[config.mk]
export PLATFORM = sky130hd
export DESIGN_NAME = hcs_host_cfg
export DESIGN_NICKNAME = d
export VERILOG_FILES = /design/src/design/hcs_pkg.sv /design/src/design/hcs_ebus_seq.sv /design/src/design/hcs_host_cfg.sv
export SDC_FILE = /design/constraint.sdc
export NUM_CORES = 1
export LEC_CHECK = 0
export ABC_CLOCK_PERIOD_IN_PS = 5310
export BUFFER_PORTS_ARGS = -buffer_cell sky130_fd_sc_hd__buf_4
export CELL_PAD_IN_SITES_DETAIL_PLACEMENT = 0
export CELL_PAD_IN_SITES_GLOBAL_PLACEMENT = 1
export CORE_ASPECT_RATIO = 0.75
export CORE_MARGIN = 2
export CORE_UTILIZATION = 44
export CTS_CLUSTER_DIAMETER = 30
export DETAILED_ROUTE_END_ITERATION = 16
export MAX_ROUTING_LAYER = met4
export PLACE_DENSITY_LB_ADDON = 0.1
export RECOVER_POWER = 25
export SYNTH_ARGS = -nofsm -noshare
export SYNTH_HDL_FRONTEND = slang
export SYNTH_SLANG_ARGS = --single-unit
[constraint.sdc]
create_clock -name clk_in -period 5.31 [get_ports clk_in]
set_input_delay 0.2655 -clock clk_in [delete_from_list [all_inputs] [get_ports clk_in]]
set_output_delay 0.2655 -clock clk_in [all_outputs]
set_load 0.05 [all_outputs]
[src/design/hcs_pkg.sv]
// Constants for the host configuration and service request block.
// Assumes a single 50 MHz clock and an APB register bus with 32-bit data.
package hcs_pkg;
  // ==========================================================================
  // Register byte offsets
  localparam logic [11:0] OFF_GCFG = 12'h000;
  localparam logic [11:0] OFF_UBASE = 12'h004;
  localparam logic [11:0] OFF_STAT = 12'h008;
  localparam logic [11:0] OFF_GBASE0 = 12'h040;
  localparam logic [11:0] OFF_SREQ0 = 12'h080;
  localparam int NUM_GROUPS = 8;
  // ==========================================================================
  // Global configuration fields
  localparam int GC_STYLE = 10;
  localparam int GC_EBUS_ADDR_PHASE_STRETCH_LO = 8;
  localparam int GC_EBUS_DATA_PHASE_STRETCH_LO = 4;
  localparam int GC_INTA_MSK = 3;
  localparam int GC_INTB_MSK = 2;
  localparam int GC_PMAP_LO = 0;
  localparam logic [31:0] GCFG_WMASK = 32'h0000077F;
  localparam logic [31:0] GCFG_RESET = 32'h00000000;
  localparam logic [31:0] UBASE_RESET = 32'h00000000;
  localparam logic [31:0] GBASE_WMASK = 32'hFFFFF800;
  localparam logic [31:0] GBASE_RESET = 32'h00000000;
  localparam int REQUEST_OPCODE_OP_LO = 8;
  localparam int REQUEST_OPCODE_OP_W = 5;
  // ==========================================================================
  // Request opcodes
  localparam logic [4:0] OP_NOP = 5'h00;
  localparam logic [4:0] OP_CHIP_RST = 5'h01;
  localparam logic [4:0] OP_GRP_RST = 5'h02;
  localparam logic [4:0] OP_GLB_INIT = 5'h04;
  localparam logic [4:0] OP_GRP_INIT = 5'h05;
  localparam logic [4:0] OP_CH_ACT = 5'h08;
  localparam logic [4:0] OP_CH_DEACT = 5'h09;
  localparam logic [4:0] OP_JUMP = 5'h0A;
  // ==========================================================================
  // Bus master commands and timing
  localparam logic [3:0] PCI_CMD_DAC = 4'hD;
  localparam int CLK_HZ = 50000000;
  localparam int EBUS_HZ = 25000000;
  localparam int EBUS_DIV = CLK_HZ / EBUS_HZ;
  localparam logic [1:0] PMAP_DIRECT = 2'h0;
  localparam logic [1:0] PMAP_PAIR = 2'h1;
  localparam logic [1:0] PMAP_QUAD = 2'h2;

  typedef enum logic [2:0] {
    MST_IDLE = 3'b001,
    MST_DAC = 3'b010,
    MST_ADR = 3'b100
  } hcs_mst_t;

  typedef enum logic [4:0] {
    EB_IDLE = 5'b00001,
    EB_REQ = 5'b00010,
    EB_ADDR = 5'b00100,
    EB_DATA = 5'b01000,
    EB_DSTB = 5'b10000
  } hcs_eb_t;
endpackage : hcs_pkg

[src/design/hcs_ebus_seq.sv]
// Expansion bus access sequencer with stretched address and data phases.
// Assumes tick_in is a one-cycle enable at the expansion clock rate.
`timescale 1ns/1ps
module hcs_ebus_seq (
  input wire logic clk_in,
  input wire logic rst_in,
  input wire logic tick_in,
  input wire logic style_in,
  input wire logic [1:0] ebus_addr_phase_stretch_in,
  input wire logic [2:0] ebus_data_phase_stretch_in,
  input wire logic start_in,
  input wire logic write_in,
  input wire logic [31:0] addr_in,
  input wire logic [31:0] wdata_in,
  input wire logic grant_in,
  input wire logic [31:0] ad_in,
  output logic req_out,
  output logic [31:0] ad_out,
  output logic ad_oe_n_out,
  output logic addr_strobe_n_out,
  output logic rw_n_out,
  output logic wr_n_out,
  output logic ds_n_out,
  output logic [31:0] rdata_out,
  output logic done_out
);
  hcs_pkg::hcs_eb_t state_ff;
  logic [2:0] cnt_ff;
  logic wr_ff;
  logic [31:0] wdata_ff;

  // ==========================================================================
  // Phase sequencing on expansion clock ticks
  always_ff @(posedge clk_in)
  begin
    done_out <= 1'b0;
    if (rst_in)
    begin
      state_ff <= hcs_pkg::EB_IDLE;
      cnt_ff <= 3'h0;
      wr_ff <= 1'b0;
      wdata_ff <= 32'h00000000;
      req_out <= 1'b0;
      ad_out <= 32'h00000000;
      ad_oe_n_out <= 1'b1;
      addr_strobe_n_out <= 1'b1;
      rw_n_out <= 1'b1;
      wr_n_out <= 1'b1;
      ds_n_out <= 1'b1;
      rdata_out <= 32'h00000000;
    end
    else
    begin
      case (state_ff)
        hcs_pkg::EB_IDLE:
        begin
          if (start_in)
          begin
            wr_ff <= write_in;
            wdata_ff <= wdata_in;
            ad_out <= addr_in;
            req_out <= 1'b1; // Bus request or hold request
            state_ff <= hcs_pkg::EB_REQ;
          end
        end
        hcs_pkg::EB_REQ:
        begin
          if (tick_in && grant_in)
          begin
            ad_oe_n_out <= 1'b0;
            rw_n_out <= style_in | ~wr_ff;
            cnt_ff <= 3'h0;
            state_ff <= hcs_pkg::EB_ADDR;
          end
        end
        hcs_pkg::EB_ADDR:
        begin
          if (tick_in)
          begin
            if (cnt_ff == {1'b0, ebus_addr_phase_stretch_in})
            begin
              addr_strobe_n_out <= 1'b0; // AS or ALE
              cnt_ff <= 3'h0;
              ad_out <= wdata_ff;
              ad_oe_n_out <= ~wr_ff;
              state_ff <= hcs_pkg::EB_DATA;
            end
            else
            begin
              cnt_ff <= cnt_ff + 3'h1;
            end
          end
        end
        hcs_pkg::EB_DATA:
        begin
          if (tick_in)
          begin
            addr_strobe_n_out <= 1'b1;
            if (cnt_ff == ebus_data_phase_stretch_in)
            begin
              ds_n_out <= style_in & wr_ff;
              wr_n_out <= ~(style_in & wr_ff);
              state_ff <= hcs_pkg::EB_DSTB;
            end
            else
            begin
              cnt_ff <= cnt_ff + 3'h1;
            end
          end
        end
        hcs_pkg::EB_DSTB:
        begin
          if (tick_in)
          begin
            if (!wr_ff)
            begin
              rdata_out <= ad_in;
            end
            ds_n_out <= 1'b1;
            wr_n_out <= 1'b1;
            rw_n_out <= 1'b1;
            ad_oe_n_out <= 1'b1;
            req_out <= 1'b0;
            done_out <= 1'b1;
            state_ff <= hcs_pkg::EB_IDLE;
          end
        end
        default:
        begin
          state_ff <= hcs_pkg::EB_IDLE;
        end
      endcase
    end
  end
endmodule : hcs_ebus_seq

[src/design/hcs_host_cfg.sv]
// Host configuration registers, service requests and bus-master addressing.
// Assumes an APB master and channel groups that report completion per group.
//
// Register access over APB and the placing of the registers were chosen for this implementation.
`timescale 1ns/1ps
// What this block does
// - Style bit 0: request/grant, address strobe, read/write line, data strobe.
// - Style bit 1: hold/acknowledge, address latch, write strobe, data strobe.
// - Address held for address stretch plus one expansion clocks, then strobed.
// - Data held for data stretch plus one expansion clocks before data strobes.
// - Interrupt line A mask bit 0 passes the line, 1 blocks it.
// - Interrupt line B mask bit 0 passes the line, 1 blocks it.
// - Mapping 0: each serial port feeds the group of the same index.
// - Mapping 1: port n feeds groups 2n and 2n+1.
// - Mapping 2: port 0 feeds groups 0-3, port 1 groups 4-7; 3 reserved.
// - Master cycles single-address while upper base is zero, dual otherwise.
// - Single-address: one clock of address with the access command.
// - Dual-address: two clocks, dual command first, access command second.
// - Dual-address cycles take the upper address word from the upper base.
// - As target, answer only single-address cycles, ignore dual-address ones.
// - Group base supplies bits 31:11 of a 2 kB aligned descriptor address.
// - Low eleven bits of each group base read as zero.
// - One service request register per channel group.
// - Completed requests post an acknowledge event; soft chip reset gets none.
// - Soft chip reset takes effect within two line clock periods.
// - One outstanding request per group; acknowledges carry the group id.
// - Opcode decode: 0,1,2,4,5,8,9,10 defined; 3,6,7 reserved.
module hcs_host_cfg #(
  parameter int GROUPS = hcs_pkg::NUM_GROUPS
) (
  input wire logic clk_in,
  input wire logic rst_in,
  input wire logic psel_in,
  input wire logic penable_in,
  input wire logic pwrite_in,
  input wire logic [11:0] paddr_in,
  input wire logic [31:0] pwdata_in,
  output logic [31:0] prdata_out,
  output logic pready_out,
  output logic pslverr_out,
  input wire logic irq_a_src_in,
  input wire logic irq_b_src_in,
  output logic irq_a_out,
  output logic irq_b_out,
  output logic [3*GROUPS-1:0] grp_port_out,
  output logic [32*GROUPS-1:0] grp_desc_addr_out,
  output logic [GROUPS-1:0] grp_cmd_valid_out,
  output logic [4:0] grp_cmd_opcode_out,
  input wire logic [GROUPS-1:0] grp_done_in,
  output logic request_ack_event_out,
  output logic [2:0] ack_group_out,
  output logic soft_reset_out,
  input wire logic mst_req_in,
  input wire logic [31:0] mst_addr_in,
  input wire logic [3:0] mst_cmd_in,
  output logic [31:0] mst_ad_out,
  output logic [3:0] mst_cbe_out,
  output logic mst_addr_phase_out,
  output logic mst_done_out,
  input wire logic tgt_addr_phase_in,
  input wire logic [3:0] tgt_cbe_in,
  output logic tgt_claim_out,
  input wire logic eb_start_in,
  input wire logic eb_write_in,
  input wire logic [31:0] eb_addr_in,
  input wire logic [31:0] eb_wdata_in,
  input wire logic eb_grant_in,
  input wire logic [31:0] eb_ad_in,
  output logic eb_req_out,
  output logic [31:0] eb_ad_out,
  output logic eb_ad_oe_n_out,
  output logic eb_addr_strobe_n_out,
  output logic eb_rw_n_out,
  output logic eb_wr_n_out,
  output logic eb_ds_n_out,
  output logic [31:0] eb_rdata_out,
  output logic eb_done_out
);
  // ==========================================================================
  // Helpers
  function automatic logic [2:0] port_of(input logic [1:0] map, input int g);
    logic [2:0] gi;
    gi = g[2:0];
    case (map)
      hcs_pkg::PMAP_PAIR: port_of = {1'b0, gi[2:1]};
      hcs_pkg::PMAP_QUAD: port_of = {2'b00, gi[2]};
      default: port_of = gi; // Reserved value behaves as direct
    endcase
  endfunction : port_of

  function automatic logic op_known(input logic [4:0] op);
    case (op)
      hcs_pkg::OP_NOP, hcs_pkg::OP_CHIP_RST, hcs_pkg::OP_GRP_RST,
      hcs_pkg::OP_GLB_INIT, hcs_pkg::OP_GRP_INIT, hcs_pkg::OP_CH_ACT,
      hcs_pkg::OP_CH_DEACT, hcs_pkg::OP_JUMP: op_known = 1'b1;
      default: op_known = 1'b0;
    endcase
  endfunction : op_known

  logic [31:0] gcfg_ff;
  logic [31:0] ubase_ff;
  logic [20:0] gbase_ff [GROUPS];
  logic [4:0] request_opcode_op_ff [GROUPS];
  logic [GROUPS-1:0] pending_ff;
  logic [GROUPS-1:0] done_ff;
  logic srst;
  logic acc;
  logic wr_acc;
  logic [31:0] rd_val;
  logic rd_ok;
  logic ebus_tick;
  logic [7:0] ediv_ff;
  hcs_pkg::hcs_mst_t mst_ff;
  logic [31:0] mst_addr_ff;
  logic [3:0] mst_cmd_ff;

  assign srst = rst_in | soft_reset_out;
  assign acc = psel_in & penable_in & pready_out;
  assign wr_acc = acc & pwrite_in;

  // ==========================================================================
  // APB slave: one wait state, error on unmapped offsets
  always_comb
  begin
    rd_val = 32'h00000000;
    rd_ok = 1'b1;
    if (paddr_in == hcs_pkg::OFF_GCFG)
      rd_val = gcfg_ff;
    else if (paddr_in == hcs_pkg::OFF_UBASE)
      rd_val = ubase_ff;
    else if (paddr_in == hcs_pkg::OFF_STAT)
      rd_val = {16'h0000, done_ff, pending_ff};
    else if (paddr_in[11:6] == hcs_pkg::OFF_GBASE0[11:6] && paddr_in[5:2] < 4'(GROUPS)
             && paddr_in[1:0] == 2'b00)
      rd_val = {gbase_ff[paddr_in[4:2]], 11'h000};
    else if (paddr_in[11:6] == hcs_pkg::OFF_SREQ0[11:6] && paddr_in[5:2] < 4'(GROUPS)
             && paddr_in[1:0] == 2'b00)
      rd_val = {19'h00000, request_opcode_op_ff[paddr_in[4:2]], 8'h00};
    else
      rd_ok = 1'b0;
  end

  always_ff @(posedge clk_in)
  begin
    if (rst_in)
    begin
      pready_out <= 1'b0;
      prdata_out <= 32'h00000000;
      pslverr_out <= 1'b0;
    end
    else
    begin
      pready_out <= psel_in & penable_in & ~pready_out;
      prdata_out <= (psel_in & penable_in & ~pwrite_in) ? rd_val : 32'h00000000;
      pslverr_out <= psel_in & penable_in & ~pready_out & ~rd_ok;
    end
  end

  // ==========================================================================
  // Configuration registers; a soft chip reset clears them like a reset
  always_ff @(posedge clk_in)
  begin
    if (srst)
    begin
      gcfg_ff <= hcs_pkg::GCFG_RESET;
      ubase_ff <= hcs_pkg::UBASE_RESET;
      for (int g = 0; g < GROUPS; g++)
        gbase_ff[g] <= hcs_pkg::GBASE_RESET[31:11];
    end
    else if (wr_acc && rd_ok)
    begin
      if (paddr_in == hcs_pkg::OFF_GCFG)
        gcfg_ff <= pwdata_in & hcs_pkg::GCFG_WMASK;
      if (paddr_in == hcs_pkg::OFF_UBASE)
        ubase_ff <= pwdata_in;
      if (paddr_in[11:6] == hcs_pkg::OFF_GBASE0[11:6])
        gbase_ff[paddr_in[4:2]] <= pwdata_in[31:11];
    end
  end

  always_ff @(posedge clk_in)
  begin
    if (rst_in)
    begin
      grp_port_out <= '0;
      grp_desc_addr_out <= '0;
      irq_a_out <= 1'b0;
      irq_b_out <= 1'b0;
    end
    else
    begin
      for (int g = 0; g < GROUPS; g++)
      begin
        grp_port_out[3*g +: 3] <= port_of(gcfg_ff[1:0], g);
        grp_desc_addr_out[32*g +: 32] <= {gbase_ff[g], 11'h000};
      end
      irq_a_out <= irq_a_src_in & ~gcfg_ff[hcs_pkg::GC_INTA_MSK];
      irq_b_out <= irq_b_src_in & ~gcfg_ff[hcs_pkg::GC_INTB_MSK];
    end
  end

  // ==========================================================================
  // Service requests and acknowledge events
  always_ff @(posedge clk_in)
  begin
    if (rst_in)
      soft_reset_out <= 1'b0;
    else
      soft_reset_out <= wr_acc && paddr_in[11:6] == hcs_pkg::OFF_SREQ0[11:6] && rd_ok
                        && pwdata_in[12:8] == hcs_pkg::OP_CHIP_RST;
  end

  always_ff @(posedge clk_in)
  begin
    if (srst)
    begin
      pending_ff <= '0;
      done_ff <= '0;
      grp_cmd_valid_out <= '0;
      grp_cmd_opcode_out <= 5'h00;
      request_ack_event_out <= 1'b0;
      ack_group_out <= 3'h0;
      for (int g = 0; g < GROUPS; g++)
        request_opcode_op_ff[g] <= hcs_pkg::OP_NOP;
    end
    else
    begin
      grp_cmd_valid_out <= '0;
      request_ack_event_out <= 1'b0;
      for (int g = 0; g < GROUPS; g++)
      begin
        // Group completion sets done; done is only cleared once posted
        if (grp_done_in[g] && pending_ff[g])
          done_ff[g] <= 1'b1;
      end
      for (int g = GROUPS - 1; g >= 0; g--)
      begin
        if (done_ff[g])
        begin
          request_ack_event_out <= 1'b1;
          ack_group_out <= g[2:0];
        end
      end
      for (int g = 0; g < GROUPS; g++)
      begin
        if (done_ff[g] && (done_ff & GROUPS'((1 << g) - 1)) == '0)
        begin
          done_ff[g] <= 1'b0;
          pending_ff[g] <= 1'b0;
        end
      end
      if (wr_acc && rd_ok && paddr_in[11:6] == hcs_pkg::OFF_SREQ0[11:6]
          && !pending_ff[paddr_in[4:2]])
      begin
        request_opcode_op_ff[paddr_in[4:2]] <= pwdata_in[12:8];
        if (pwdata_in[12:8] != hcs_pkg::OP_CHIP_RST)
        begin
          pending_ff[paddr_in[4:2]] <= 1'b1;
          if (op_known(pwdata_in[12:8]) && pwdata_in[12:8] != hcs_pkg::OP_NOP)
          begin
            grp_cmd_valid_out[paddr_in[4:2]] <= 1'b1;
            grp_cmd_opcode_out <= pwdata_in[12:8];
          end
          else
            done_ff[paddr_in[4:2]] <= 1'b1; // No-op and reserved finish at once
        end
      end
    end
  end

  // ==========================================================================
  // Bus-master address phase and target decode
  always_ff @(posedge clk_in)
  begin
    mst_done_out <= 1'b0;
    if (rst_in)
    begin
      mst_ff <= hcs_pkg::MST_IDLE;
      mst_ad_out <= 32'h00000000;
      mst_cbe_out <= 4'h0;
      mst_addr_phase_out <= 1'b0;
      mst_addr_ff <= 32'h00000000;
      mst_cmd_ff <= 4'h0;
      tgt_claim_out <= 1'b0;
    end
    else
    begin
      tgt_claim_out <= tgt_addr_phase_in && tgt_cbe_in != hcs_pkg::PCI_CMD_DAC;
      case (mst_ff)
        hcs_pkg::MST_IDLE:
        begin
          mst_addr_phase_out <= 1'b0;
          if (mst_req_in)
          begin
            mst_addr_ff <= mst_addr_in;
            mst_cmd_ff <= mst_cmd_in;
            mst_addr_phase_out <= 1'b1;
            mst_ad_out <= mst_addr_in;
            if (ubase_ff != 32'h00000000)
            begin
              mst_cbe_out <= hcs_pkg::PCI_CMD_DAC;
              mst_ff <= hcs_pkg::MST_DAC;
            end
            else
            begin
              mst_cbe_out <= mst_cmd_in;
              mst_ff <= hcs_pkg::MST_ADR;
            end
          end
        end
        hcs_pkg::MST_DAC:
        begin
          mst_ad_out <= ubase_ff;
          mst_cbe_out <= mst_cmd_ff;
          mst_ff <= hcs_pkg::MST_ADR;
        end
        hcs_pkg::MST_ADR:
        begin
          mst_addr_phase_out <= 1'b0;
          mst_done_out <= 1'b1;
          mst_ff <= hcs_pkg::MST_IDLE;
        end
        default:
          mst_ff <= hcs_pkg::MST_IDLE;
      endcase
    end
  end

  // ==========================================================================
  // Expansion bus clock enable and sequencer
  always_ff @(posedge clk_in)
  begin
    if (rst_in || ediv_ff == 8'(hcs_pkg::EBUS_DIV - 1))
      ediv_ff <= 8'h00;
    else
      ediv_ff <= ediv_ff + 8'h01;
  end
  assign ebus_tick = (ediv_ff == 8'(hcs_pkg::EBUS_DIV - 1));

  hcs_ebus_seq u_ebus (
    .clk_in(clk_in),
    .rst_in(srst),
    .tick_in(ebus_tick),
    .style_in(gcfg_ff[hcs_pkg::GC_STYLE]),
    .ebus_addr_phase_stretch_in(gcfg_ff[hcs_pkg::GC_EBUS_ADDR_PHASE_STRETCH_LO +: 2]),
    .ebus_data_phase_stretch_in(gcfg_ff[hcs_pkg::GC_EBUS_DATA_PHASE_STRETCH_LO +: 3]),
    .start_in(eb_start_in),
    .write_in(eb_write_in),
    .addr_in(eb_addr_in),
    .wdata_in(eb_wdata_in),
    .grant_in(eb_grant_in),
    .ad_in(eb_ad_in),
    .req_out(eb_req_out),
    .ad_out(eb_ad_out),
    .ad_oe_n_out(eb_ad_oe_n_out),
    .addr_strobe_n_out(eb_addr_strobe_n_out),
    .rw_n_out(eb_rw_n_out),
    .wr_n_out(eb_wr_n_out),
    .ds_n_out(eb_ds_n_out),
    .rdata_out(eb_rdata_out),
    .done_out(eb_done_out)
  );

  // ==========================================================================
  // Assertions
  inta_mask_a: assert property (@(posedge clk_in) disable iff (rst_in)
    $past(gcfg_ff[3]) |-> !irq_a_out) else $error("masked line A asserted");
  intb_mask_a: assert property (@(posedge clk_in) disable iff (rst_in)
    (!$past(gcfg_ff[2]) && $past(irq_b_src_in)) |-> irq_b_out)
    else $error("line B not passed");
  sac_phase_a: assert property (@(posedge clk_in) disable iff (rst_in)
    (mst_ff == hcs_pkg::MST_IDLE && mst_req_in && ubase_ff == 32'h0) |=>
    mst_cbe_out == $past(mst_cmd_in) ##1 !mst_addr_phase_out)
    else $error("single address phase wrong");
  dac_phase_a: assert property (@(posedge clk_in) disable iff (rst_in)
    (mst_ff == hcs_pkg::MST_IDLE && mst_req_in && ubase_ff != 32'h0) |=>
    mst_cbe_out == hcs_pkg::PCI_CMD_DAC ##1 mst_addr_phase_out)
    else $error("dual address phase wrong");
  dac_upper_a: assert property (@(posedge clk_in) disable iff (rst_in)
    mst_ff == hcs_pkg::MST_DAC |=> mst_ad_out == $past(ubase_ff))
    else $error("upper address not from base");
  tgt_dac_a: assert property (@(posedge clk_in) disable iff (rst_in)
    (tgt_addr_phase_in && tgt_cbe_in == hcs_pkg::PCI_CMD_DAC) |=> !tgt_claim_out)
    else $error("dual address cycle claimed");
  gbase_low_a: assert property (@(posedge clk_in) disable iff (rst_in)
    (pready_out && paddr_in[11:6] == 6'h01 && !pwrite_in) |-> prdata_out[10:0] == 11'h000)
    else $error("group base low bits set");
  pmap_pair_a: assert property (@(posedge clk_in) disable iff (rst_in)
    $past(gcfg_ff[1:0]) == 2'h1 |-> grp_port_out[17:15] == 3'h2)
    else $error("pair mapping wrong");
  chip_rst_a: assert property (@(posedge clk_in) disable iff (rst_in)
    soft_reset_out |=> gcfg_ff == 32'h0 && pending_ff == '0 && !request_ack_event_out)
    else $error("soft reset not applied");
  nop_ack_a: assert property (@(posedge clk_in) disable iff (srst)
    (wr_acc && paddr_in == 12'h080 && pwdata_in[12:8] == 5'h00 && !pending_ff[0]
     && done_ff == '0) |=> ##1 request_ack_event_out && ack_group_out == 3'h0)
    else $error("no-op not acknowledged");
  dac_cov: cover property (@(posedge clk_in) mst_ff == hcs_pkg::MST_DAC);
  ack_cov: cover property (@(posedge clk_in) request_ack_event_out && ack_group_out == 3'h7);
  srst_cov: cover property (@(posedge clk_in) soft_reset_out);
endmodule : hcs_host_cfg

== After elaboration in Yosys (flattened, before gate mapping) ==
Memories as Yosys holds them, arrays and structs flattened. A register that Yosys moved wholly into a read port is not among the register bits.
Cells that the tools add are included.

* Memories: 3
* RAM bits: 208
* ROM bits: 16
* Register bits after elaboration: 390
* Output and inout bits: 444
* Logic and storage cells: 331

* Bitwise gates (word level): 25
* Reductions and logical operators: 79
* $lt $le $gt $ge: 3
* Mux-type cells: 149
* Equality and inequality tests: 29
* $add $sub $neg: 2

{| class="wikitable"
|+ Memories
! memory !! words !! width !! rd ports !! clocked after memory_dff !! write ports !! RTL line !! RTL
|-
| gbase_ff || 8 || 21 || 9 || 8 || 8 || hcs_host_cfg.sv:102 || <nowiki>logic [20:0] gbase_ff [GROUPS];</nowiki>
|-
| request_opcode_op_ff || 8 || 5 || 1 || 0 || 8 || hcs_host_cfg.sv:103 || <nowiki>logic [4:0] request_opcode_op_ff [GROUPS];</nowiki>
|-
| (name not given) || 16 || 1 || 1 || 0 || 0 || hcs_host_cfg.sv:92 || <nowiki>case (op)</nowiki>
|}

{| class="wikitable"
|+ Operators with widths
! cell !! count
|-
| $mux 32 || 7
|-
| $pmux 32 s2 || 2
|-
| $mux 1 || 88
|-
| $logic_not 8->1 || 7
|-
| $mux 5 || 8
|-
| $mux 8 || 5
|-
| $mux 3 || 13
|-
| $reduce_bool 32->1 || 1
|-
| $pmux 3 s2 || 5
|-
| $logic_and 1x1->1 || 29
|-
| $pmux 5 s5 || 1
|-
| $mux 21 || 1
|-
| $reduce_or 21->1 || 1
|-
| $or 8x8->8 || 2
|-
| $reduce_bool 2->1 || 7
|-
| $mux 13 || 1
|-
| $eq 12x3->1 const B || 1
|-
| $eq 12x4->1 const B || 1
|-
| $logic_not 12->1 || 1
|-
| $ne 2x1->1 const B || 6
|-
| $not 1->1 || 12
|-
| $pmux 1 s2 || 6
|-
| $reduce_and 3->1 || 4
|-
| $reduce_and 4->1 || 3
|-
| other kinds (49) || 75
|}

== Logic depth before layout (Yosys ltp) ==
Gate-level depths: netlist of the first run.

* Depth in word-level cells: 17
* Gate-level depth with buffers: 9
* Mapped depth without buffers: 7

== Cells and area by module ==
From an unflattened synthesis of the first run, not the netlist that was laid out.

* Cell total of the unflattened synthesis: 2443
* Area total of the unflattened synthesis: 26201.4 um^2

{| class="wikitable"
|+ Modules (own cells, without submodules)
! module !! cells an instance !! times used !! area each (um^2)
|-
| hcs_host_cfg || 1875 || 1 || 21491.9
|-
| hcs_ebus_seq || 568 || 1 || 4709.5
|}

== Worst setup path before layout of the first run ==
OpenSTA, ideal clock, no wires.

* Path type: register to register
* Start point: register soft_reset_out
* End point: memory gbase_ff[1][0], enable pin
* Arrival time: 3.298 ns
* Data required time: 4.882 ns
* Setup time: 0.428 ns
* Cell stages (with the launch flop): 7
* Slack: 1.584 ns
* Period minus slack after synthesis: 3.726 ns
* Path through: dfxtp_1 -> or2_2 -> clkbuf_1 -> or4_4 -> buf_6 -> buf_6 -> o21ai_0

{| class="wikitable"
|+ RTL lines
! element !! RTL line !! RTL
|-
| from (decl) || hcs_host_cfg.sv:52 || <nowiki>output logic soft_reset_out,</nowiki>
|-
| from (signal assigned) || hcs_host_cfg.sv:209 || <nowiki>soft_reset_out <= wr_acc && paddr_in[11:6] == hcs_pkg::OFF_SREQ0[11:6] && rd_ok</nowiki>
|-
| to (decl) || hcs_host_cfg.sv:102 ||
|}

== Worst setup path after layout of the first run ==
* Start point: input port rst_in
* End point: register done_ff[2]

* Word-level cells in the longest chain between the ends: 1

{| class="wikitable"
|+ Ends and longest elaborated chain
! element !! RTL line !! RTL
|-
| from (decl) || hcs_host_cfg.sv:32 || <nowiki>input wire logic rst_in,</nowiki>
|-
| $or 1x1->1 || hcs_host_cfg.sv:117 || <nowiki>assign srst = rst_in | soft_reset_out;</nowiki>
|-
| to (signal assigned) || hcs_host_cfg.sv:218 || <nowiki>done_ff <= '0;</nowiki>
|-
| to (signal, indexed assignment) || hcs_host_cfg.sv:234 || <nowiki>done_ff[g] <= 1'b1;</nowiki>
|-
| to (signal, indexed assignment) || hcs_host_cfg.sv:248 || <nowiki>done_ff[g] <= 1'b0;</nowiki>
|-
| to (decl) || hcs_host_cfg.sv:105 || <nowiki>logic [GROUPS-1:0] done_ff;</nowiki>
|}

Every way passes these cells.
A chain may end at the register's enable or synchronous reset.

==> results of run 1 <==
registers in the layout (all words and copies together) (netlist names), 4 cells and up:
signal and count:
ubase_ff 32, u_ebus.ad_out 32, pending_ff 8, u_ebus.state_ff 5
u_ebus.rdata_out 32, ediv_ff 8, gbase_ff 168, grp_cmd_valid_out 8
request_opcode_op_ff 40, prdata_out 32, grp_cmd_opcode_out 5, u_ebus.wdata_ff 32
gcfg_ff 10, grp_desc_addr_out 168, mst_ad_out 32, mst_cbe_out 4
done_ff 8, grp_port_out 7, mst_cmd_ff 4
cells in the final DEF, fill, tap and decap left out, types with 12 or more instances in the layout:
cell and count:
a21oi_1 156, a311oi_1 65, and2_1 163, buf_4 327, clkbuf_1 264, clkbuf_16 122
clkbuf_8 13, clkinv_2 17, clkinv_4 14, conb_1 95, dfxtp_1 453, dlygate4sd3_1 184
edfxtp_1 208, inv_1 12, mux2i_1 52, mux4_2 48, nand2_1 386, nand3_1 19
nor2_1 203, nor2b_1 175, nor3_1 48, nor4_1 12, o21ai_0 34
cells by family after synthesis:
family,share of synthesized area (%)
AO/OA/AOI/OAI,8.26
XOR/XNOR,0.500
adder cells (fa/ha/maj),0.333
buffers and inverters,6.13
flip-flops,58.3
multiplexers,6.27
other,0.0143
AND/OR/NAND/NOR,20.2
synthesized netlist by cell type, types with 10 or more instances:
cell / number
nand3_1: 20
clkbuf_1: 106
buf_2: 45
inv_1: 12
mux2i_1: 52
nor2_1: 204
mux4_2: 48
dfxtp_1: 453
o21ai_0: 40
nor3_1: 50
edfxtp_1: 208
and2_1: 163
nand2_1: 387
nor2b_1: 175
buf_1: 10
a311oi_1: 65
buf_4: 108
a21oi_1: 156
nor4_1: 12
tightest hold or removal path: stages:
cell,delay (ns)
buf_4,0.09
nand2_1,0.04
nor2_1,0.09
a21oi_1,0.05
o32ai_1,0.11
layout make-up:
class / instances / share of cell area (%)
clock buffer: 150 / 9.28
inverter: 16 / 0.169
sequential: 661 / 43.2
timing repair buffer: 762 / 14.9
tap: 790 / 2.79
antenna: 2 / 0.0141
clock inverter: 70 / 2.08
multi-input combinational: 1636 / 27.6
metrics by stage:
step	area [µm²]	util, %
floorplan	26600	-
global placement	30500	51.7
detailed placement	30500	51.7
CTS	36300	61.6
global route	35400	60.1
finish	35400	60.1
final timing paths:
kind	startpoint	end	cells after the start
worst max register to register	soft_reset_out	done_ff[2]	3
worst min-delay path	grp_done_in[7]	done_ff[7]	5
worst max-delay path	rst_in	done_ff[2]	5
worst min register to register	u_ebus.rdata_out[12]	u_ebus.rdata_out[12]	2
repair_timing:
item,4_1_cts,5_1_grt
endpoints found under the hold margin,351,0
resized for setup,0,0
hold buffers,184,0
layer usage:
metal  track usage (%)  vias to the layer above  routed length [µm]
li1                  -                     9832                   -
met1              37.9                    10493               37600
met2              42.8                      955               40300
met3              5.15                      171                6370
met4              10.3                        0                2740
met5                 -                        -                   0
report_power, final:
| group | internal (µW) | total [µW] | leakage, µW | switching [µW] |
|---|---|---|---|---|
| Clock | 4800 | 7450 | 0.00197 | 2650 |
| Combinational | 500 | 1710 | 0.00618 | 1210 |
| Sequential | 5430 | 5570 | 0.00587 | 135 |
| Total | 10700 | 14700 | 0.0140 | 4000 |
==> impl_metrics.json, run 1 <==
{
  "synth.avg_cell_area_um2": 10.5,
  "design.core.area_um2": 59000,
  "crit_fanout": 59,
  "area_growth_pct": 34.8,
  "crit_type": "input pin to flop",
  "slew_viol_final": 31,
  "fin_skew_ns": 0.0229,
  "synthTopCellsByArea": "dfxtp_1, edfxtp_1, nand2_1",
  "die_area_um2": 61700,
  "dr.pass1.iters": 7,
  "gp_congestion": 0.931,
  "syn_area_um2": 26300,
  "place_ws_ns": 1.90,
  "drc": 0,
  "grt_start_max_net_pins": 116,
  "cts_root_buf": "clkbuf_16",
  "crit_slowest_cell": "nor2_1",
  "stdcell_count": 4087,
  "postCtsSetupBuffers": 0,
  "critical_path.top_delay_family": "compound AO/OA/AOI/OAI gates",
  "yosys_warnings": 0,
  "p_leak_uw": 0.0140,
  "grt_pass1_vias": 21159,
  "r2r_slack_ns": 1.66,
  "maxCapViolCount": 1,
  "setup_viol": 0,
  "antenna_found_initial": 0,
  "min_path_type": "input pin to flop",
  "cp_data_arrival_time_ns": 4.31,
  "setup_tns_ns": 0,
  "slew_headroom_pct": -40.1,
  "finalNetCount": 3400,
  "hold_violations": 0,
  "period_needed_ns": 3.77,
  "required_ns": 5.85,
  "crit_buf_inv": 2,
  "synth_seq_cells": 661,
  "ys_seq_area_share_pct": 58.3,
  "gr-usage-all-layers_pct": 28.2,
  "worstSkewPairLatency_ns": 0.67,
  "routedWlPerCell_um": 21.3,
  "grt_pass1_wl_um": 129000,
  "ant_nets": 0,
  "yosysTopAreaCell": "dfxtp_1",
  "rsz0062_at_grt": "no",
  "fmax_mhz": 265,
  "power_density_nw_per_um2": 416,
  "vias": 21451,
  "setup_ws_ns": 1.54,
  "worstMarginPinSlew_ns": 2.09,
  "synthCells": 2495,
  "drt_iter0_drc": 1735,
  "cts_buffers": 116,
  "fillCellCount": 5128,
  "rows": 77,
  "grt_remaining_overflow": 0,
  "synth_edf_count": 208,
  "synth.top_cell.area_share_pct": 34.5,
  "post-route-period-util_pct": 71.1,
  "regArea_um2": 15300,
  "multi_input_area_um2": 9770,
  "critPathMaxStageDelay_ns": 1.58,
  "hpwlAfterDp_um": 60300,
  "drive_gt1_share_pct": 19.2,
  "violations": "capacitance limit, slew limit",
  "finalPower_uw": 14700,
  "ir_drop_mv": 0.303,
  "wl_um": 87100,
  "async_reset_ff_share_pct": 0,
  "die_h_um": 216,
  "synth_top_flop_cell": "dfxtp_1",
  "path_cells": "dlygate4sd3_1, buf_6, nor2_1, o211ai_2, o32ai_1",
  "viasPerCell": 5.25,
  "start_util_pct": 44.6,
  "hold_slack_ns": 0.0333,
  "cts_tree": "yes",
  "pin_count": 644,
  "port_buffers": 548,
  "clockBufferDepth": 3,
  "cts.sinks": 661,
  "status": "finished, violations left",
  "htreeDepth": 3,
  "crit_path_end_kind": "flop",
  "path_clk_slew_ns": 0.05,
  "die_w_um": 286,
  "start_kind": "input pin",
  "ys_types": 79,
  "dpl.cell_count": 3680
}
No activity file was read; power rests on OpenSTA's default activity.
==> inputs of run 2 (changes only) <==
--- a/config.mk
+++ b/config.mk
@@ -5,13 +5,13 @@
 export SDC_FILE = /design/constraint.sdc
 export NUM_CORES = 1
 export LEC_CHECK = 0
-export ABC_CLOCK_PERIOD_IN_PS = 5310
+export ABC_CLOCK_PERIOD_IN_PS = 3230
 export BUFFER_PORTS_ARGS = -buffer_cell sky130_fd_sc_hd__buf_4
 export CELL_PAD_IN_SITES_DETAIL_PLACEMENT = 0
 export CELL_PAD_IN_SITES_GLOBAL_PLACEMENT = 1
 export CORE_ASPECT_RATIO = 0.75
 export CORE_MARGIN = 2
-export CORE_UTILIZATION = 44
+export CORE_UTILIZATION = 37
 export CTS_CLUSTER_DIAMETER = 30
 export DETAILED_ROUTE_END_ITERATION = 16
 export MAX_ROUTING_LAYER = met4
==> constraint.sdc (replaced) <==
create_clock -name clk_in -period 3.23 [get_ports clk_in]
set_input_delay 0.1615 -clock clk_in [delete_from_list [all_inputs] [get_ports clk_in]]
set_output_delay 0.1615 -clock clk_in [all_outputs]
set_load 0.05 [all_outputs]
==> impl_metrics.json, run 2 (synthesized netlist as in run 1, its figures left out) <==
{
  "status": "completed",
  "reg2reg_to": "u_ebus.rdata_out[21]",
  "fmax_mhz": 345,
  "rows": 84,
  "pin_count": 644,
  "cts_tree": "yes",
  "worstHoldStart": "paddr_in[3]",
  "crit_slowest_cell": "or4_4",
  "timing.rr.start": "u_ebus.state_ff[0]",
  "grt_remaining_overflow": 0,
  "crit_type": "input pin to flop",
  "hpwlAfterDp_um": 65000,
  "worstMarginPinSlew_ns": 1.25,
  "worstSkewPairLatency_ns": 0.71,
  "r2r_slack_ns": 0.61,
  "place_ws_ns": 0.357,
  "dr.pass1.iters": 6,
  "die_area_um2": 73200,
  "fin_area_um2": 36700,
  "path_clk_slew_ns": 0.05,
  "drt_iter0_drc": 1813,
  "path_cells": "dlygate4sd3_1, buf_4, nor4_4, dlygate4sd3_1, nand2_2, or4_4, nor2_4, and2_1",
  "critPathMaxStageDelay_ns": 0.74,
  "postCtsSetupBuffers": 0,
  "crit_path_end_kind": "flop",
  "grt_pass1_wl_um": 136000,
  "layout_commonest_cell": "dfxtp_1",
  "setup_viol": 0,
  "design.core.area_um2": 70200,
  "die_h_um": 235,
  "hold_violations": 0,
  "grt_pass1_vias": 21732,
  "rsz0062_at_grt": "no",
  "clockBufferDepth": 3,
  "cts_root_buf": "clkbuf_16",
  "period_needed_ns": 2.90,
  "viasPerCell": 4.97,
  "worstHoldEndpoint": "pending_ff[4]",
  "power_density_nw_per_um2": 707,
  "start_kind": "input pin",
  "slew_headroom_pct": 16.7,
  "area_growth_pct": 39.5,
  "wl_um": 92000,
  "finalNetCount": 3453,
  "slew_viol_final": 0,
  "grt_start_max_net_pins": 174,
  "vias": 21409,
  "drc": 0,
  "cp_common_cell": "dlygate4sd3_1",
  "cp_data_arrival_time_ns": 3.47,
  "die_w_um": 312,
  "place_area_um2": 30900,
  "reg2reg_depth": 5,
  "final_cell_mix": "dfxtp_1, nand2_1, buf_4, clkbuf_1, edfxtp_1",
  "antenna_found_initial": 5,
  "ant_nets": 0,
  "cts_buffers": 133,
  "setup_ws_ns": 0.334,
  "ir_drop_mv": 0.460,
  "gr-usage-all-layers_pct": 25.4,
  "cts.sinks": 661,
  "htreeDepth": 4,
  "min_path_type": "input pin to flop",
  "post-route-period-util_pct": 89.7,
  "crit_fanout": 24,
  "drive_gt1_share_pct": 21.5,
  "gp_congestion": 0.873,
  "maxCapViolCount": 0,
  "required_ns": 3.80,
  "worstHoldPathCells": 3,
  "reg_top3": "gbase_ff (168), grp_desc_addr_out (168), request_opcode_op_ff (40)",
  "setup_tns_ns": 0,
  "fin_skew_ns": 0.0246,
  "start_util_pct": 37.4,
  "p_leak_uw": 0.0146,
  "port_buffers": 548,
  "routedWlPerCell_um": 21.4
}
-- run 2: cell count changes in the layout (fill, tap and decap cells not counted), moves of 5 or more --
cell / delta
dlygate4sd3_1: +8
buf_4: +57
clkinv_4: -9
clkbuf_16: +21
inv_6: +5
clkbuf_1: -33
clkinv_2: +7
diode_2: +5
-- run 2: repair_timing --
item                       in CTS  in global routing
resized for setup               0                  1
setup endpoints to repair       0                 18
hold buffers                  192                  0
hold endpoints to repair      418                  0
-- run 2: critical path: cells and delay by family --
family	cells	cell delay, ns
buf+inv	3	1.31
simple gates	5	1.94
-- run 2: layout make-up --
type                    count  area, µm²
diodes                      7       17.5
flip-flops and latches    661      15300
repair buffers            798       5700
clock buffers             166       3750
well taps                 946       1180
clock inverters            78        837
inverters                  16       60.1
multi-input cells        1636       9780
fillers                  6520      33600
-- run 2: worst max path at each step --
stage	startpoint	endpoint	slack, ns	cells after the start
floorplan	soft_reset_out	gbase_ff[4][0]	-0.50	6
global placement	paddr_in[10]	gbase_ff[1][17]	0.39	6
detailed placement	paddr_in[10]	gbase_ff[1][17]	0.36	6
CTS	paddr_in[0]	gbase_ff[1][2]	0.15	8
global route	paddr_in[0]	done_ff[4]	0.13	8
finish	paddr_in[0]	gbase_ff[7][18]	0.33	8
-- run 2: stage by stage --
stage               hold slack [ns]  utilization [%]  power (µW)  instances
finish                       0.0659             52.2       25900       4308
global route                 0.0802             52.2       26700       4306
CTS                          0.0256             53.3       26200       4301
detailed placement            0.399             44.1       12100       3865
global placement              0.391             44.1       12100       3865
floorplan                     0.285                -       11200       2589
-- run 2: layer usage --
layer  global-route usage, %  vias to the layer above  wire length, µm
met4                    9.16                        0             2270
li1                        -                     9947                -
met3                    5.77                      168             6690
met1                    33.2                    10473            40100
met5                       -                        -                0
met2                    38.4                      821            42900
-- run 2: report_power, final --
| part | total [µW] | leakage, µW | switching [µW] | internal (µW) |
|---|---|---|---|---|
| Clock | 13900 | 0.00224 | 4680 | 9170 |
| Sequential | 9160 | 0.00587 | 221 | 8940 |
| Combinational | 2880 | 0.00648 | 1990 | 885 |
==> inputs of run 3 (changes only) <==
--- a/config.mk
+++ b/config.mk
@@ -5,18 +5,19 @@
 export SDC_FILE = /design/constraint.sdc
 export NUM_CORES = 1
 export LEC_CHECK = 0
+export ABC_AREA = 1
 export ABC_CLOCK_PERIOD_IN_PS = 3230
 export BUFFER_PORTS_ARGS = -buffer_cell sky130_fd_sc_hd__buf_4
 export CELL_PAD_IN_SITES_DETAIL_PLACEMENT = 0
 export CELL_PAD_IN_SITES_GLOBAL_PLACEMENT = 1
 export CORE_ASPECT_RATIO = 0.75
 export CORE_MARGIN = 2
-export CORE_UTILIZATION = 37
+export CORE_UTILIZATION = 36
 export CTS_CLUSTER_DIAMETER = 30
 export DETAILED_ROUTE_END_ITERATION = 16
-export MAX_ROUTING_LAYER = met4
 export PLACE_DENSITY_LB_ADDON = 0.1
 export RECOVER_POWER = 25
+export SLEW_MARGIN = 30
 export SYNTH_ARGS = -nofsm -noshare
 export SYNTH_HDL_FRONTEND = slang
 export SYNTH_SLANG_ARGS = --single-unit
==> impl_metrics.json, run 3 <==
{
  "grt_most_used_layer": "met2",
  "seqPwrFrac_pct": 33.3,
  "hpwlAfterDp_um": 68900,
  "period_needed_ns": 2.38,
  "synth_seq_cells": 661,
  "synth_edf_count": 208,
  "synth.avg_cell_area_um2": 8.91,
  "post-route-period-util_pct": 73.5,
  "postCtsSetupBuffers": 0,
  "finalNetCount": 3845,
  "die_w_um": 311,
  "area_growth_pct": 44.0,
  "layout_commonest_cell": "nor2_1",
  "ys_seq_area_share_pct": 60.3,
  "design.core.area_um2": 69900,
  "setup_viol": 0,
  "port_buffers": 548,
  "worstMarginPinSlew_ns": 1.83,
  "reg_top3": "gbase_ff (168), grp_desc_addr_out (168), request_opcode_op_ff (40)",
  "routedWlPerCell_um": 20.3,
  "cts.sinks": 661,
  "maxCapViolCount": 1,
  "async_reset_ff_share_pct": 0,
  "start_util_pct": 36.3,
  "gp_congestion": 0.887,
  "ir_drop_mv": 0.598,
  "grt_remaining_overflow": 0,
  "ctsResizeCount": 0,
  "rsz0062_at_grt": "no",
  "cts_root_buf": "clkbuf_16",
  "synth.top_cell.area_share_pct": 35.7,
  "clockPowerShare_pct": 52.0,
  "syn_area_um2": 25400,
  "place_ws_ns": 0.441,
  "slew_headroom_pct": -21.9,
  "synth_commonest_cells": "nor2_1, dfxtp_1, inv_1",
  "vias": 22749,
  "drt_iter0_drc": 1819,
  "status": "finished, violations left",
  "setup_tns_ns": 0,
  "cp_data_arrival_time_ns": 3.02,
  "cts_buffers": 143,
  "cts_hold_buf": 184,
  "use_met1_pct": 34.8,
  "ys_types": 45,
  "power_density_nw_per_um2": 775,
  "p_leak_uw": 0.0159,
  "synthCells": 2848,
  "worstHoldPathCells": 3,
  "synthTopCellsByArea": "dfxtp_1, edfxtp_1, nor2_1",
  "use_met3_pct": 7.04,
  "crit_path_end_kind": "flop",
  "gr-usage-all-layers_pct": 25.2,
  "crit_fanout": 11,
  "clockBufferDepth": 3,
  "wl_um": 95400,
  "fmax_mhz": 421,
  "setup_ws_ns": 0.855,
  "viasPerCell": 4.84,
  "die_area_um2": 72700,
  "ant_nets": 0,
  "start_kind": "input pin",
  "combPwrFrac_pct": 14.7,
  "slew_viol_final": 98,
  "pin_count": 644,
  "switching_share_pct": 27.7,
  "grtUsageMet2_pct": 37.3,
  "fillCellCount": 6624,
  "crit_type": "input pin to flop",
  "required_ns": 3.87,
  "rows": 84,
  "grt_pass1_vias": 21610,
  "drc": 0,
  "p_int_uw": 20500,
  "yosysTopAreaCell": "dfxtp_1",
  "drive_gt1_share_pct": 19.6,
  "die_h_um": 234,
  "min_path_type": "input pin to flop",
  "final_util_pct": 52.3,
  "yosys_warnings": 0,
  "reg2reg_depth": 10,
  "antenna_found_initial": 4,
  "grt_pass1_wl_um": 136000,
  "violations": "capacitance limit, slew limit",
  "cts_tree": "yes",
  "hold_violations": 0,
  "synth.most_common_cell": "nor2_1",
  "grt_start_max_net_pins": 149,
  "htreeDepth": 4,
  "worstSkewPairLatency_ns": 0.72,
  "p_sw_uw": 7830,
  "final_cell_mix": "nor2_1, buf_4, dfxtp_1, inv_1, nand2_1",
  "synth_top_flop_cell": "dfxtp_1",
  "hold_slack_ns": 0.0324,
  "fin_skew_ns": 0.0357,
  "dr.pass1.iters": 7,
  "path_clk_slew_ns": 0.05
}
-- run 3: changes by cell type after synthesis, sizes merged, moves of 30 or more --
cell and delta:
clkbuf +30, o22ai +59, inv +336, o21ai +220, and2 -162, buf -48
mux2i -51, a31oi +40, mux4 -48, nor2 +335, nor2b -175, a311oi -65
nor3 -37, nand2 -110
-- run 3: routing by layer --
layer	share of wire (%)	up-vias
li1	-	10760
met1	45	10865
met2	44	975
met3	8.5	147
met4	2.7	2
met5	0.013	-
-- run 3: cell families after synthesis --
| kind of cell | count (synthesis) | synth area share (%) |
|---|---|---|
| xor gates and xnor gates | 5 | 0.173 |
| DFF | 661 | 60.3 |
| muxes | 1 | 0.0394 |
| buffers and inverters | 625 | 10.9 |
| AOI/OAI and AO/OA | 613 | 13.4 |
| other | 1 | 0.0148 |
| and+or+nand+nor | 935 | 14.8 |
| adders and majority gates | 7 | 0.345 |
-- run 3: per-stage QoR --
step	cell area (µm²)	total power (µW)	cells
after floorplan	25700	12300	2942
after global placement	30300	13600	4255
after detailed placement	30300	13600	4255
after CTS	37100	28600	4699
after global routing	36500	29400	4699
final	36500	28300	4700
-- run 3: area by class of cell --
type | count | area [µm²] | share of cell area (%)
flip-flops and latches | 661 | 15300 | 41.9
diodes | 1 | 2.50 | 0.00685
clock buffers | 186 | 4050 | 11.1
well taps | 946 | 1180 | 3.24
inverters | 367 | 1380 | 3.77
repair buffers | 809 | 6030 | 16.5
clock inverters | 74 | 882 | 2.41
multi-input cells | 1656 | 7710 | 21.1
-- run 3: power groups by stage --
stage,combinational (µW),sequential (µW),clock (µW)
finish,4160,9440,14700
detailed placement,4010,9590,0
global placement,3980,9580,0
floorplan,1780,10500,0
global route,4500,9490,15400
CTS,4210,9440,14900
-- run 3: critical path, stage by stage --
cell and delay (ns):
dlygate4sd3_1 0.54, buf_4 0.16, inv_1 0.04, buf_4 0.20, nor4_1 0.51, dlygate4sd3_1 0.63
inv_1 0.05, nor3_1 0.14, dlygate4sd3_1 0.57
-- run 3: path summary, 6_finish.rpt --
path	from	end	slack, ns
worst max-delay path	pwdata_in[8]	soft_reset_out	0.85
worst min-delay path	pwdata_in[20]	ubase_ff[20]	0.03
worst max register to register	u_ebus.state_ff[3]	u_ebus.ad_out[19]	0.88
worst min register to register	u_ebus.ad_out[15]	u_ebus.ad_out[15]	0.44
